$ cat src/shared/lpc_consts.svh
// Overview of operation
// - current-limit config register at address 0x4, written and read back by host
// - protection-recovery config register at address 0x5, written and read back by host
// - bit 2 of 0x4 set turns pulsed current limiting off, clear turns it on
// - latched overload mode: overload flag clears voltage select and disables output
// - automatic overload mode: output returns with kept voltage select when flag clears
// - latched thermal mode: overtemperature flag clears voltage select and disables output
// - automatic thermal mode: output returns with kept voltage select when flag clears
// - bit 7 of 0x5 picks converter compensation: 1 ceramic, 0 electrolytic
// - both configuration registers clear to zero at reset
// - overload flag, status bit 0, reads 1 while output current exceeds limit
// - overtemperature flag, status bit 6, reads 1 while overtemperature is detected
// - voltage select lives in bits 0 to 3 of data register 0x2
// - reading data register 0x2 returns the byte last written to it, less bits 0 to 3 cleared by a latched trip; 0x3 reads 0
`ifndef LPC_CONSTS_SVH
`define LPC_CONSTS_SVH

// ***********************************************
// register addresses
// ***********************************************
`define LPC_ADDR_STATUS1   8'h00
`define LPC_ADDR_STATUS2   8'h01
`define LPC_ADDR_VOLT      8'h02
`define LPC_ADDR_TONE      8'h03
`define LPC_ADDR_CLIM      8'h04
`define LPC_ADDR_PREC      8'h05

// ***********************************************
// field positions and values
// ***********************************************
`define LPC_RESET_BYTE     8'h00
`define LPC_ZERO_BYTE      8'h00
`define LPC_VOLT_MASK      8'h0F
`define LPC_VOLT_OFF       4'h0
`define LPC_BIT_PULSE_OFF  2
`define LPC_BIT_OL_LATCH   3
`define LPC_BIT_OT_LATCH   6
`define LPC_BIT_COMP       7
`define LPC_BIT_OL_FLAG    0
`define LPC_BIT_OT_FLAG    6

`endif

$ cat src/shared/lpc_pkg.sv
package lpc_pkg;

   // ***********************************************
   // register port request
   // ***********************************************
   typedef struct packed {
      logic       wr;
      logic       rd;
      logic [7:0] addr;
      logic [7:0] data;
   } lpc_req_t;

   // ***********************************************
   // protection event levels
   // ***********************************************
   typedef struct packed {
      logic overload;
      logic overtemp;
   } lpc_fault_t;

   // ***********************************************
   // supply state
   // ***********************************************
   typedef enum logic [1:0] {
      LPC_OFF,
      LPC_ON,
      LPC_FAULT,
      LPC_HELD
   } lpc_state_t;

endpackage : lpc_pkg

$ cat src/hw/lpc_byte_reg.sv
`timescale 1ns/100ps
`include "lpc_consts.svh"

module lpc_byte_reg #(
   parameter logic [7:0] CLR_MASK = 8'h00
) (
   input  wire logic       clock_in,
   input  wire logic       srst_in,
   input  wire logic       wr_en_in,
   input  wire logic [7:0] wr_data_in,
   input  wire logic       clr_in,
   output logic [7:0]      value_out
);

   logic [7:0] next_value;

   // clear of the masked bits wins over a host write
   assign next_value = clr_in   ? (wr_en_in ? wr_data_in : value_out) & ~CLR_MASK :
                       wr_en_in ? wr_data_in : value_out;

   always_ff @(posedge clock_in) begin
      if (srst_in) begin
         value_out <= `LPC_RESET_BYTE;
      end else begin
         value_out <= next_value;
      end
   end

endmodule : lpc_byte_reg

$ cat src/hw/lpc_recovery.sv
`timescale 1ns/100ps
`include "lpc_consts.svh"

module lpc_recovery (
   input  wire logic clock_in,
   input  wire logic srst_in,
   input  wire logic flag_in,
   input  wire logic latched_in,
   input  wire logic volt_wr_in,
   output logic      clear_out,
   output logic      block_out,
   output logic      held_out
);

   logic next_held;

   // latched mode clears the voltage select while the flag stands
   assign clear_out = flag_in & latched_in;

   // held until the host rewrites voltage select with the flag gone
   assign next_held = clear_out | (held_out & ~(volt_wr_in & ~flag_in));

   // output is blocked by the flag itself or by a latched trip
   assign block_out = flag_in | next_held;

   always_ff @(posedge clock_in) begin
      if (srst_in) begin
         held_out <= 1'b0;
      end else begin
         held_out <= next_held;
      end
   end

endmodule : lpc_recovery

$ cat src/hw/lpc_regs.sv
`timescale 1ns/100ps
`include "lpc_consts.svh"

module lpc_regs (
   input  wire logic                clock_in,
   input  wire logic                srst_in,
   input  wire lpc_pkg::lpc_req_t   req_in,
   input  wire lpc_pkg::lpc_fault_t fault_in,
   output logic [7:0]               rd_data_out,
   output logic                     rd_valid_out,
   output logic [3:0]               voltage_select_out,
   output logic                     supply_enable_out,
   output logic                     pulsed_limit_disable_out,
   output logic                     compensation_ceramic_out,
   output logic                     overload_flag_out,
   output logic                     overtemp_flag_out,
   output lpc_pkg::lpc_state_t      state_out
);

   // ***********************************************
   // declarations
   // ***********************************************
   logic [7:0]          volt_byte;
   logic [7:0]          clim_byte;
   logic [7:0]          prec_byte;
   logic                overload_flag;
   logic                overtemp_flag;
   logic                wr_volt;
   logic                wr_clim;
   logic                wr_prec;
   logic                ol_clear;
   logic                ot_clear;
   logic                ol_block;
   logic                ot_block;
   logic                volt_clear;
   logic                overload_latched_recovery;
   logic                thermal_latched_recovery;
   logic [7:0]          status1_byte;
   logic [7:0]          rd_mux;
   logic [7:0]          next_rd_data;
   logic                next_enable;
   logic [3:0]          next_volt;
   logic [7:0]          next_clim;
   logic [7:0]          next_prec;
   lpc_pkg::lpc_state_t next_state;

   // ***********************************************
   // write decode
   // ***********************************************
   assign wr_volt = req_in.wr & (req_in.addr == `LPC_ADDR_VOLT);
   assign wr_clim = req_in.wr & (req_in.addr == `LPC_ADDR_CLIM);
   assign wr_prec = req_in.wr & (req_in.addr == `LPC_ADDR_PREC);

   // ***********************************************
   // protection flags
   // ***********************************************
   assign overload_flag = fault_in.overload;
   assign overtemp_flag = fault_in.overtemp;

   // ***********************************************
   // recovery mode bits
   // ***********************************************
   assign overload_latched_recovery = prec_byte[`LPC_BIT_OL_LATCH];
   assign thermal_latched_recovery  = prec_byte[`LPC_BIT_OT_LATCH];

   // ***********************************************
   // configuration registers
   // ***********************************************
   lpc_byte_reg #(
      .CLR_MASK (`LPC_ZERO_BYTE)
   ) u_clim (
      .clock_in   (clock_in),
      .srst_in    (srst_in),
      .wr_en_in   (wr_clim),
      .wr_data_in (req_in.data),
      .clr_in     (1'b0),
      .value_out  (clim_byte)
   );

   lpc_byte_reg #(
      .CLR_MASK (`LPC_ZERO_BYTE)
   ) u_prec (
      .clock_in   (clock_in),
      .srst_in    (srst_in),
      .wr_en_in   (wr_prec),
      .wr_data_in (req_in.data),
      .clr_in     (1'b0),
      .value_out  (prec_byte)
   );

   // ***********************************************
   // voltage select register
   // ***********************************************
   lpc_byte_reg #(
      .CLR_MASK (`LPC_VOLT_MASK)
   ) u_volt (
      .clock_in   (clock_in),
      .srst_in    (srst_in),
      .wr_en_in   (wr_volt),
      .wr_data_in (req_in.data),
      .clr_in     (volt_clear),
      .value_out  (volt_byte)
   );

   // ***********************************************
   // overload recovery
   // ***********************************************
   lpc_recovery u_ol (
      .clock_in   (clock_in),
      .srst_in    (srst_in),
      .flag_in    (overload_flag),
      .latched_in (overload_latched_recovery),
      .volt_wr_in (wr_volt),
      .clear_out  (ol_clear),
      .block_out  (ol_block),
      .held_out   ()
   );

   // ***********************************************
   // thermal recovery
   // ***********************************************
   lpc_recovery u_ot (
      .clock_in   (clock_in),
      .srst_in    (srst_in),
      .flag_in    (overtemp_flag),
      .latched_in (thermal_latched_recovery),
      .volt_wr_in (wr_volt),
      .clear_out  (ot_clear),
      .block_out  (ot_block),
      .held_out   ()
   );

   // ***********************************************
   // voltage select clear and output enable
   // ***********************************************
   assign volt_clear = ol_clear | ot_clear;

   // a fault clear wins over a host write in the same cycle
   assign next_volt = volt_clear ? `LPC_VOLT_OFF :
                      wr_volt    ? req_in.data[3:0] :
                                   volt_byte[3:0];

   // enable only when neither fault blocks the supply
   assign next_enable = ~ol_block & ~ot_block;

   // configuration pins follow a write at the edge that takes it
   assign next_clim = wr_clim ? req_in.data : clim_byte;
   assign next_prec = wr_prec ? req_in.data : prec_byte;

   // ***********************************************
   // supply state
   // ***********************************************
   always_comb begin
      case ({overload_flag | overtemp_flag, ol_block | ot_block, next_volt != `LPC_VOLT_OFF})
         3'b000  : next_state = lpc_pkg::LPC_OFF;
         3'b001  : next_state = lpc_pkg::LPC_ON;
         3'b010  : next_state = lpc_pkg::LPC_HELD;
         3'b011  : next_state = lpc_pkg::LPC_HELD;
         3'b110  : next_state = lpc_pkg::LPC_FAULT;
         3'b111  : next_state = lpc_pkg::LPC_FAULT;
         default : next_state = lpc_pkg::LPC_OFF;
      endcase
   end

   // ***********************************************
   // status byte
   // ***********************************************
   always_comb begin
      status1_byte                = `LPC_ZERO_BYTE;
      status1_byte[`LPC_BIT_OL_FLAG] = overload_flag;
      status1_byte[`LPC_BIT_OT_FLAG] = overtemp_flag;
   end

   // ***********************************************
   // read selection
   // ***********************************************
   always_comb begin
      case (req_in.addr)
         `LPC_ADDR_STATUS1 : rd_mux = status1_byte;
         `LPC_ADDR_STATUS2 : rd_mux = `LPC_ZERO_BYTE;
         `LPC_ADDR_VOLT    : rd_mux = volt_byte;
         `LPC_ADDR_CLIM    : rd_mux = clim_byte;
         `LPC_ADDR_PREC    : rd_mux = prec_byte;
         default           : rd_mux = `LPC_ZERO_BYTE;
      endcase
   end

   assign next_rd_data = req_in.rd ? rd_mux : rd_data_out;

   // ***********************************************
   // output flops
   // ***********************************************
   always_ff @(posedge clock_in) begin
      if (srst_in) begin
         rd_data_out              <= `LPC_ZERO_BYTE;
         rd_valid_out             <= 1'b0;
         voltage_select_out       <= `LPC_VOLT_OFF;
         supply_enable_out        <= 1'b0;
         pulsed_limit_disable_out <= 1'b0;
         compensation_ceramic_out <= 1'b0;
         overload_flag_out        <= 1'b0;
         overtemp_flag_out        <= 1'b0;
         state_out                <= lpc_pkg::LPC_OFF;
      end else begin
         rd_data_out              <= next_rd_data;
         rd_valid_out             <= req_in.rd;
         voltage_select_out       <= next_volt;
         supply_enable_out        <= next_enable;
         pulsed_limit_disable_out <= next_clim[`LPC_BIT_PULSE_OFF];
         compensation_ceramic_out <= next_prec[`LPC_BIT_COMP];
         overload_flag_out        <= overload_flag;
         overtemp_flag_out        <= overtemp_flag;
         state_out                <= next_state;
      end
   end

endmodule : lpc_regs

$ cat config.mk
export PLATFORM = sky130hd
export DESIGN_NAME = lpc_regs
export DESIGN_NICKNAME = d
export VERILOG_FILES = /design/src/shared/lpc_pkg.sv /design/src/hw/lpc_byte_reg.sv /design/src/hw/lpc_recovery.sv /design/src/hw/lpc_regs.sv
export VERILOG_INCLUDE_DIRS = /design/src /design/src/shared
export SDC_FILE = /design/constraint.sdc
export NUM_CORES = 1
export LEC_CHECK = 0
export BUFFER_PORTS_ARGS = -buffer_cell sky130_fd_sc_hd__buf_2
export CORE_UTILIZATION = 53
export CTS_BUF_LIST = sky130_fd_sc_hd__clkbuf_4 sky130_fd_sc_hd__clkbuf_8 sky130_fd_sc_hd__clkbuf_16
export CTS_CLUSTER_SIZE = 40
export DETAILED_ROUTE_END_ITERATION = 10
export HOLD_SLACK_MARGIN = 0.03
export PLACE_DENSITY = 0.78
export SLEW_MARGIN = 20
export SYNTH_ARGS = -nofsm -noshare
export SYNTH_HDL_FRONTEND = slang
export SYNTH_SLANG_ARGS = --single-unit
$ cat constraint.sdc
create_clock -name clock_in -period 1.7 [get_ports clock_in]
set_clock_uncertainty 0.15 [all_clocks]
set_input_delay 0.255 -clock clock_in [delete_from_list [all_inputs] [get_ports clock_in]]
set_output_delay 0.255 -clock clock_in [all_outputs]
set_load 0.02 [all_outputs]
==> results of run 1 <==
worst paths after layout:
path                       start                    end  slack (ps)  cells after the start
max                  fault_in[0]           state_out[0]         170                      5
min                    req_in[1]  voltage_select_out[1]          40                      3
max reg2reg  u_volt.value_out[1]           state_out[0]         340                      2
min reg2reg       rd_data_out[1]         rd_data_out[1]         310                      2
registers in the layout, summed over array words and instances, names as in the netlist:
signal,flops
u_ol.held_out,1
overload_flag_out,1
rd_valid_out,1
u_volt.value_out,8
state_out,2
overtemp_flag_out,1
u_ot.held_out,1
rd_data_out,8
voltage_select_out,4
supply_enable_out,1
u_prec.value_out,8
u_clim.value_out,8
cells in the final DEF (no fill, tap or decap), drive strengths merged:
| cell type | Yosys | layout |
|---|---|---|
| nor4b | 2 | 2 |
| mux2i | 29 | 29 |
| nor4 | 2 | 2 |
| or3 | 1 | 1 |
| buf | 4 | 52 |
| and3 | 1 | 1 |
| or4 | 1 | 1 |
| o22ai | 3 | 3 |
| a221oi | 1 | 1 |
| o21ai | 10 | 10 |
| mux2 | 10 | 10 |
| dlygate4sd3 | 0 | 3 |
| nor3 | 1 | 1 |
| nor2b | 3 | 3 |
| nand2b | 31 | 31 |
| or2 | 1 | 1 |
| nand4 | 1 | 1 |
| dfxtp | 44 | 44 |
| and3b | 1 | 1 |
| nand3 | 2 | 2 |
| a22oi | 2 | 2 |
| nand2 | 16 | 16 |
| clkbuf | 5 | 8 |
| nor2 | 3 | 3 |
| a21oi | 1 | 1 |
| o31a | 1 | 1 |
| a41oi | 1 | 1 |
| a32oi | 6 | 6 |
layout make-up:
class / count / area [µm²] / area share [%]
multi-input cells: 130 / 976 / 42.0
flip-flops and latches: 44 / 881 / 37.9
repair buffers: 55 / 343 / 14.8
clock buffers: 8 / 66.3 / 2.85
well taps: 46 / 57.6 / 2.48
critical path: stages:
cell and delay, ps:
dlygate4sd3_1 540, buf_2 150, or3_1 400, a41oi_1 180, o31a_1 150
layer usage:
metal | global-route usage [%] | part of all wire [%]
met2 | 41.9 | 51
met5 | 0 | 0
met4 | 11.4 | 2.3
met1 | 30.5 | 43
met3 | 5.59 | 3.5
through the flow:
step	TNS, ps	cells	utilization [%]
2_1_floorplan	0	183	-
5_1_grt	0	283	68.5
3_5_place_dp	-35.5	272	65.7
3_3_place_gp	0	272	65.7
4_1_cts	0	282	68.3
6_report	0	283	68.5
power groups by stage:
stage	Sequential [mW]	Clock, mW	Combinational, mW
floorplan	1.07	0	0.0661
CTS	1.04	0.564	0.147
global route	1.04	0.613	0.161
global placement	1.06	0	0.137
detailed placement	1.06	0	0.143
finish	1.04	0.558	0.150
what timing repair did:
action / 4_1_cts / 5_1_grt
endpoints found under the hold margin: 2 / 1
gates resized for setup: 0 / 0
setup endpoints to repair: 0 / 0
hold buffers: 2 / 1
buffers inserted: 0 / 0
cell families (layout without fill, tap and decap cells):
logic type | Yosys count | in the layout | synth area share, %
multiplexers | 39 | 39 | 21.2
AO/OA/AOI/OAI | 25 | 25 | 8.82
buffers and inverters | 9 | 63 | 2.30
flip-flops | 44 | 44 | 46.3
AND/OR/NAND/NOR | 66 | 66 | 21.3
==> metrics.yaml, run 1 <==
routing:
  drtAntennaViolNets: 0
  wl_per_cell_um: 15.6
  drt_iter0_markers: 70
  totalWireLength_mm: 4.42
  num_vias: 1563
  drc: 0
  vias_per_cell: 5.52
  drt_first_pass_iters: 5
die:
  core_um2: 3390
  num_rows: 21
  die_x_um: 61.9
  start_util_pct: 56.1
  die_h_um: 61.9
  ios: 42
  die_area_um2: 3830
global_routing:
  grt_max_degree: 28
  grt_first_pass_wirelength_mm: 6.73
  antenna_found_initial: 0
  gr-total-overflow: 0
  first_global_vias: 1454
  grt_usage_pct: 25.0
setup_path:
  cp_max_fo: 6
  startpoint_type: "input port"
  end_kind: "register"
  crit_type: "in2reg"
  worstPathRequired_ps: 1860
  worstPathArrival_ps: 1680
logic_synthesis:
  syn-cell-area_um2: 1900
  synth.most_common_cell: "dfxtp_1"
  synth_common_cells: "dfxtp_1, nand2b_1, mux2i_1"
  synth_ff_type: "dfxtp_1"
  ys_top_cells_by_area: "dfxtp_1, mux2i_1, nand2b_1"
  synth_top_area_share_pct: 46.3
  synth_fp_nets: 205
  synth_cells: 183
  yosysTopAreaCell: "dfxtp_1"
  ys_seq_area_share_pct: 46.3
  synth_edf_count: 0
  ys_ff_latch: 44
  ys_warn_count: 0
  synthArstFlopShare_pct: 0
  synth.distinct_cells: 29
  syn_avg_cell_area_um2: 10.4
layout:
  finish.instance_area_um2: 2320
  area_delta_synth_final_pct: 22.3
  antenna_cells: 0
  finish.net_count: 258
  n_fill_cell: 275
  drive_gt1_share_pct: 31.2
clock_network:
  clkLatencyLatePin_ps: 360
  cts_root_buffer: "clkbuf_4"
  cts.sinks: 44
  clockBufferDepth: 2
  numCtsBuffers: 5
  cts_tree: "yes"
  htree_levels: 2
  clkTransAtPathRegs_ps: 120
power_and_ir_drop:
  p_int_mw: 1.34
  p_seq_share_pct: 59.5
  swShare_pct: 23.2
  p_switching_mw: 0.406
  leakagePower_nw: 1.02
  irDropWorstVdd_mv: 0.450
  power_mw: 1.75
  p_per_area_nw_per_um2: 752
  clkPwrFrac_pct: 31.9
  combPwrFrac_pct: 8.6
placed_design:
  postPlaceCellArea_um2: 2230
  gp_congestion: 0.789
  port_buffers: 41
  place_hpwl_mm: 3.19
  post-place-ws_ps: -19.7
sta:
  worst_slack_ps: 174
  setup_viol: 0
  hold_viol: 0
  period_needed_ps: 1530
  slew_headroom_pct: 67.6
  tightest_slew_ps: 484
  rsz0062_at_grt: "no"
  slew_violations: 0
  hold_slack_ps: 35.9
  max_freq_mhz: 656
  fin_crit_sh_pct: 89.7
job:
  maxCapViolations: 0
status:
  status: "finished clean"
worst_hold_path:
  hp-class: "in2reg"
No activity file was read; power rests on OpenSTA's default activity.
==> inputs of run 2 (changes only) <==
--- a/config.mk
+++ b/config.mk
@@ -6,6 +6,7 @@
 export SDC_FILE = /design/constraint.sdc
 export NUM_CORES = 1
 export LEC_CHECK = 0
+export ABC_AREA = 1
 export BUFFER_PORTS_ARGS = -buffer_cell sky130_fd_sc_hd__buf_2
 export CORE_UTILIZATION = 53
 export CTS_BUF_LIST = sky130_fd_sc_hd__clkbuf_4 sky130_fd_sc_hd__clkbuf_8 sky130_fd_sc_hd__clkbuf_16
==> run 2 against run 1 <==
Compared with the run above: non-clock buffer count rose by 4; largest cell class is now registers; clock power grew 15%; clock-buffer cell count fell by 3; global-route usage down 2.0 points; wire length decreased by 14%; cell count grew 25%; synthesized cell count increased by 37%; sequential share of layout area down 0.22 points.
==> metrics.yaml, run 2 <==
clock_network:
  htree_levels: 2  # unchanged
  cts.sinks: 44  # unchanged
  clkTransAtPathRegs_ps: 130  # was 120 ps
  cts_tree: "yes"  # unchanged
  numCtsBuffers: 5  # unchanged
  clkLatencyLatePin_ps: 360  # about the same
  cts_root_buffer: "clkbuf_4"  # unchanged
  clockBufferDepth: 2  # unchanged
  cts_setup_buffers: 0  # unchanged
global_routing:
  gr-total-overflow: 0  # unchanged
  grt_usage_pct: 23.0  # was 25.0%
  grt_max_degree: 23  # was 28
  first_global_vias: 1511  # was 1,454
  antenna_found_initial: 0  # unchanged
  grt_first_pass_wirelength_mm: 6.31  # was 6.73 mm
logic_synthesis:
  synthArstFlopShare_pct: 0  # unchanged
  synth-compound-area-share_pct: 12.9  # was 8.82%
  synth_ff_type: "dfxtp_1"  # unchanged
  ys_ff_latch: 44  # unchanged
  synth_fa_ha_area_share_pct: 0  # unchanged
  synth_common_cells: "nand2_1, dfxtp_1, nor2_1"  # was dfxtp_1, nand2b_1, mux2i_1
  synth-simple-area-share_pct: 30.7  # was 21.3%
  ys_seq_area_share_pct: 46.6  # was 46.3%
  syn-cell-area_um2: 1890  # was 1900 µm²
  synth_edf_count: 0  # unchanged
  syn_avg_cell_area_um2: 7.57  # was 10.4 µm²
  yosysTopAreaCell: "dfxtp_1"  # unchanged
  synth_fp_nets: 272  # was 205
  synth.most_common_cell: "nand2_1"  # was dfxtp_1
  ys_top_cells_by_area: "dfxtp_1, nand2_1, nand3_1"  # was dfxtp_1, mux2i_1, nand2b_1
  synth.distinct_cells: 24  # was 29
  synth_cells: 250  # was 183
  ys_warn_count: 0  # unchanged
  synthMuxAreaShare_pct: 0  # was 21.2%
  synth_top_family_by_area: "simple AND/OR/NAND/NOR gates"  # unchanged
  synth_top_area_share_pct: 46.6  # was 46.3%
  synth_xor_area_share_pct: 0  # unchanged
sta:
  tightest_slew_ps: 242  # was 484 ps
  fin_crit_sh_pct: 84.0  # was 89.7%
  slew_headroom_pct: 83.8  # was 67.6%
  slew_violations: 0  # unchanged
  rsz0062_at_grt: "no"  # unchanged
  period_needed_ps: 1430  # was 1530 ps
  finalSetupTns_ps: 0  # unchanged
  hold_viol: 0  # unchanged
  setup_viol: 0  # unchanged
  worst_slack_ps: 272  # was 174 ps
  max_freq_mhz: 700  # was 656 MHz
routing:
  drc: 0  # unchanged
  vias_per_cell: 4.89  # was 5.52
  drt_first_pass_iters: 4  # was 5
  totalWireLength_mm: 3.80  # was 4.42 mm
  num_vias: 1731  # was 1,563
  drt_iter0_markers: 78  # was 70
  wl_per_cell_um: 10.7  # was 15.6 µm
  drtAntennaViolNets: 0  # unchanged
layout:
  final_cell_mix: "nand2_1, dfxtp_1, buf_2"  # was dfxtp_1, buf_2, nand2b_1
  area_delta_synth_final_pct: 23.5  # was 22.3%
  final_common_cell: "nand2_1"  # was dfxtp_1
  utilization_pct: 69.0  # was 68.5%
  final_cells: 354  # was 283
  n_fill_cell: 300  # was 275
  drive_gt1_share_pct: 25.3  # was 31.2%
  antenna_cells: 0  # unchanged
  finish.net_count: 329  # was 258
die:
  die_area_um2: 3810  # was 3830 µm²
  die_h_um: 61.7  # was 61.9 µm
  num_rows: 21  # unchanged
  die_x_um: 61.7  # was 61.9 µm
  core_um2: 3390  # unchanged
  ios: 42  # unchanged
  start_util_pct: 55.8  # was 56.1%
job:
  maxCapViolations: 0  # unchanged
worst_hold_path:
  hp-class: "in2reg"  # unchanged
setup_path:
  cp_max_fo: 4  # was 6
  startpoint_type: "input port"  # unchanged
  crit_type: "in2reg"  # unchanged
  end_kind: "register"  # unchanged
  worstPathArrival_ps: 1590  # was 1680 ps
  worstPathRequired_ps: 1860  # about the same
placed_design:
  place_hpwl_mm: 2.83  # was 3.19 mm
  post-place-ws_ps: 74.0  # was -19.7 ps
  dp.cells: 336  # was 272
  port_buffers: 41  # unchanged
  gp_congestion: 0.863  # was 0.789
power_and_ir_drop:
  power_mw: 1.83  # was 1.75 mW
  leakagePower_nw: 1.08  # was 1.02 nW
  p_per_area_nw_per_um2: 784  # was 752 nW/µm²
  irDropWorstVdd_mv: 0.699  # was 0.450 mV
status:
  status: "finished clean"  # unchanged
==> run 2: path summary, 6_finish.rpt <==
kind	start	to	slack, ps	depth (start not counted)
setup / recovery	fault_in[0]	state_out[0]	270	9
hold / removal	req_in[16]	rd_data_out[3]	50	3
setup reg to reg	u_prec.value_out[3]	state_out[0]	470	7
hold reg to reg	u_prec.value_out[1]	u_prec.value_out[1]	310	2
==> run 2: where the power goes <==
| part | switching [mW] | internal, mW | total (mW) |
|---|---|---|---|
| clock | 0.337 | 0.307 | 0.644 |
| combinational | 0.0887 | 0.0582 | 0.147 |
| sequential | 0.00203 | 1.04 | 1.04 |
| total | 0.428 | 1.40 | 1.83 |
==> run 2: what timing repair did <==
item	CTS	global route
endpoints found under the hold margin	12	0
hold buffers	10	0
resized for setup	0	0
==> run 2: metal layers <==
metal  routed length, µm  GRT usage (%)  part of all wire, %
met2                1650           36.7                   44
met4                  59           9.21                  1.6
met3                 165           6.63                  4.3
met1                1920           29.4                   51
met5                   0              0                    0
==> run 2: cell type report <==
class	count	area, µm²	area share (%)
timing repair buffer	59	365	15.6
multi-input combinational	164	825	35.3
sequential	44	881	37.7
clock buffer	5	37.5	1.61
inverter	33	129	5.51
clock inverter	3	42.5	1.82
tap	46	57.6	2.46
==> run 2: logic make-up (layout without fill, tap and decap cells) <==
kind of cell,after synthesis,count (layout)
buffers and inverters,42,100
DFF,44,44
AOI/OAI and AO/OA,45,45
and+or+nand+nor,119,119
==> run 2: through the flow <==
| step | hold WS, ps | area [µm²] |
|---|---|---|
| after global routing | 46.5 | 2340 |
| after CTS | 46.1 | 2340 |
| final | 54.9 | 2340 |
| after floorplan | 174 | 1890 |
| after global placement | 286 | 2160 |
| after detailed placement | 289 | 2160 |
==> run 2: critical path: stages <==
cell,delay (ps)
dlygate4sd3_1,530
buf_2,160
nand2_1,90
nand2_1,60
inv_1,120
nand3_1,140
nand2_1,100
nor2_2,40
a21oi_2,100
==> inputs of run 3 (changes only) <==
--- a/config.mk
+++ b/config.mk
@@ -8,12 +8,12 @@
 export LEC_CHECK = 0
 export ABC_AREA = 1
 export BUFFER_PORTS_ARGS = -buffer_cell sky130_fd_sc_hd__buf_2
-export CORE_UTILIZATION = 53
+export CORE_UTILIZATION = 48
 export CTS_BUF_LIST = sky130_fd_sc_hd__clkbuf_4 sky130_fd_sc_hd__clkbuf_8 sky130_fd_sc_hd__clkbuf_16
 export CTS_CLUSTER_SIZE = 40
 export DETAILED_ROUTE_END_ITERATION = 10
 export HOLD_SLACK_MARGIN = 0.03
-export PLACE_DENSITY = 0.78
+export PLACE_DENSITY = 0.75
 export SLEW_MARGIN = 20
 export SYNTH_ARGS = -nofsm -noshare
 export SYNTH_HDL_FRONTEND = slang
==> constraint.sdc (replaced) <==
create_clock -name clock_in -period 1.2 [get_ports clock_in]
set_clock_uncertainty 0.15 [all_clocks]
set_input_delay 0.18 -clock clock_in [delete_from_list [all_inputs] [get_ports clock_in]]
set_output_delay 0.18 -clock clock_in [all_outputs]
set_load 0.02 [all_outputs]
==> run 3 against run 2 <==
Compared with the run above: sequential power grew 41%; core utilization is 1.9 points higher; global-route usage grew 0.66 points; highest routed layer unchanged; critical endpoint is now rd_data_out[6]; die area is 10% higher; register-to-register slack got worse by 410 ps; clock-buffer cell count unchanged.
==> metrics.yaml, run 3 (same netlist as run 2, synthesis figures left out) <==
setup_path:
  path_cells: "buf_4 -> inv_12 -> nor2_4 -> nand2_4 -> nor2_8 -> buf_6 -> nand2_1 -> nand3_1 -> o21ai_1 -> a21oi_1"  # was dlygate4sd3_1 -> buf_2 -> nand2_1 -> nand2_1 -> inv_1 -> nand3_1 -> nand2_1 -> nor2_2 -> a21oi_2
  worstPathRequired_ps: 1280  # was 1860 ps
  startpoint_type: "input port"  # unchanged
  startpoint: "req_in[9]"  # was fault_in[0]
  critPathMaxStageDelay_ps: 170  # was 530 ps
  ff2ff_path_depth: 7  # unchanged
  worstPathArrival_ps: 1260  # was 1590 ps
  slowest_stage: "nor2_8"  # was dlygate4sd3_1
  cp_max_fo: 6  # was 4
  end_kind: "register"  # unchanged
  crit_type: "in2reg"  # unchanged
  rr_startpoint: "u_prec.value_out[6]"  # was u_prec.value_out[3]
global_routing:
  gr-total-overflow: 0  # unchanged
  grt_usage_pct: 23.7  # was 23.0%
  grt_first_pass_wirelength_mm: 7.51  # was 6.31 mm
  first_global_vias: 1681  # was 1,511
  antenna_found_initial: 0  # unchanged
  grt_max_degree: 23  # unchanged
layout:
  final_cell_mix: "nand2_1, dfxtp_1, buf_2"  # unchanged
  finish.instance_area_um2: 2630  # was 2340 µm²
  utilization_pct: 70.9  # was 69.0%
  final_cells: 373  # was 354
  n_fill_cell: 318  # was 300
  final_common_cell: "nand2_1"  # unchanged
  drive_gt1_share_pct: 33.8  # was 25.3%
  antenna_cells: 0  # unchanged
  area_delta_synth_final_pct: 39.2  # was 23.5%
  finish.net_count: 347  # was 329
sta:
  hold_viol: 0  # unchanged
  slew_violations: 0  # unchanged
  max_freq_mhz: 849
  fin_crit_sh_pct: 98.2
  hold_slack_ps: 48.8  # was 54.9 ps
  tightest_slew_ps: 263  # was 242 ps
  finalSetupTns_ps: 0  # unchanged
  rsz0062_at_grt: "yes"  # was no
  period_needed_ps: 1180
  slew_headroom_pct: 82.5  # was 83.8%
  worst_slack_ps: 21.8  # was 272 ps
  setup_viol: 0  # unchanged
routing:
  num_vias: 1862  # was 1,731
  drt_iter0_markers: 166  # was 78
  drt_first_pass_iters: 5  # was 4
  drtAntennaViolNets: 0  # unchanged
  drc: 0  # unchanged
  vias_per_cell: 4.99  # was 4.89
  totalWireLength_mm: 4.66  # was 3.80 mm
  wl_per_cell_um: 12.5  # was 10.7 µm
power_and_ir_drop:
  p_switching_mw: 0.653  # was 0.428 mW
  combPwrFrac_pct: 10.2  # was 8.0%
  p_int_mw: 1.98  # was 1.40 mW
  irDropWorstVdd_mv: 0.670  # was 0.699 mV
  clkPwrFrac_pct: 33.8  # was 35.1%
  p_per_area_nw_per_um2: 1000  # was 784 nW/µm²
  swShare_pct: 24.8  # was 23.4%
  power_mw: 2.63  # was 1.83 mW
  p_seq_share_pct: 56.0  # was 56.8%
  leakagePower_nw: 1.20  # was 1.08 nW
die:
  core_um2: 3720  # was 3390 µm²
  die_x_um: 64.8  # was 61.7 µm
  num_rows: 22  # was 21
  start_util_pct: 50.9  # was 55.8%
  ios: 42  # unchanged
  die_h_um: 64.8  # was 61.7 µm
  die_area_um2: 4200  # was 3810 µm²
clock_network:
  clkTransAtPathRegs_ps: 80  # was 130 ps
  cts_root_buffer: "clkbuf_8"  # was clkbuf_4
  cts_tree: "yes"  # unchanged
  clockBufferDepth: 2  # unchanged
  htree_levels: 2  # unchanged
  clkLatencyLatePin_ps: 300  # was 360 ps
  cts.sinks: 44  # unchanged
  numCtsBuffers: 5  # unchanged
status:
  status: "finished clean"  # unchanged
placed_design:
  dp.cells: 352  # was 336
  place_hpwl_mm: 3.14  # was 2.83 mm
  post-place-ws_ps: -335  # was 74.0 ps
  postPlaceCellArea_um2: 2360  # was 2160 µm²
  gp_congestion: 0.906  # was 0.863
  port_buffers: 41  # unchanged
job:
  maxCapViolations: 0  # unchanged
worst_hold_path:
  hp-class: "in2reg"  # unchanged
  min-delay-start: "req_in[6]"  # was req_in[16]
  min_path_cells: 3  # unchanged
[run 3: layout make-up]
| type | instances | area (µm²) | share of cell area [%] |
|---|---|---|---|
| multi-input cells | 165 | 911 | 34.6 |
| flip-flops and latches | 44 | 883 | 33.5 |
| repair buffers | 76 | 557 | 21.1 |
| inverters | 33 | 141 | 5.37 |
| clock buffers | 5 | 68.8 | 2.61 |
| well taps | 48 | 60.1 | 2.28 |
| clock inverters | 2 | 12.5 | 0.475 |
[run 3: routing by layer]
metal,track usage [%],part of all wire [%],vias up
met5,0,0,-
met4,10.8,2.1,0
met3,4.40,6.8,12
met2,38.5,45,74
met1,30.1,46,833
li1,-,-,943
[run 3: worst max-delay path, delay by kind of cell]
| kind | cells | cell delay [ps] |
|---|---|---|
| and+or+nand+nor | 5 | 540 |
| buffers and inverters | 3 | 320 |
| AOI/OAI and AO/OA | 2 | 220 |
[run 3: power by group through the flow]
stage | Sequential (mW) | Combinational (mW) | Clock (mW)
after floorplan | 1.52 | 0.0978 | 0
after global placement | 1.51 | 0.220 | 0
after detailed placement | 1.51 | 0.223 | 0
after CTS | 1.47 | 0.257 | 0.906
after global routing | 1.48 | 0.288 | 0.964
final | 1.47 | 0.268 | 0.891
[run 3: path summary, 6_finish.rpt]
kind / end / slack, ps
worst min-delay path: u_volt.value_out[6] / 50
worst min register to register: u_prec.value_out[1] / 300
worst max register to register: state_out[0] / 60
worst max-delay path: rd_data_out[6] / 20
[run 3: timing repair]
action	in CTS	in global routing
buffers inserted	0	1
pin swaps	1	8
cloned	1	0
hold buffers	12	0
resized for setup	3	14
hold endpoints to repair	15	0
endpoints found under the setup margin	2	24
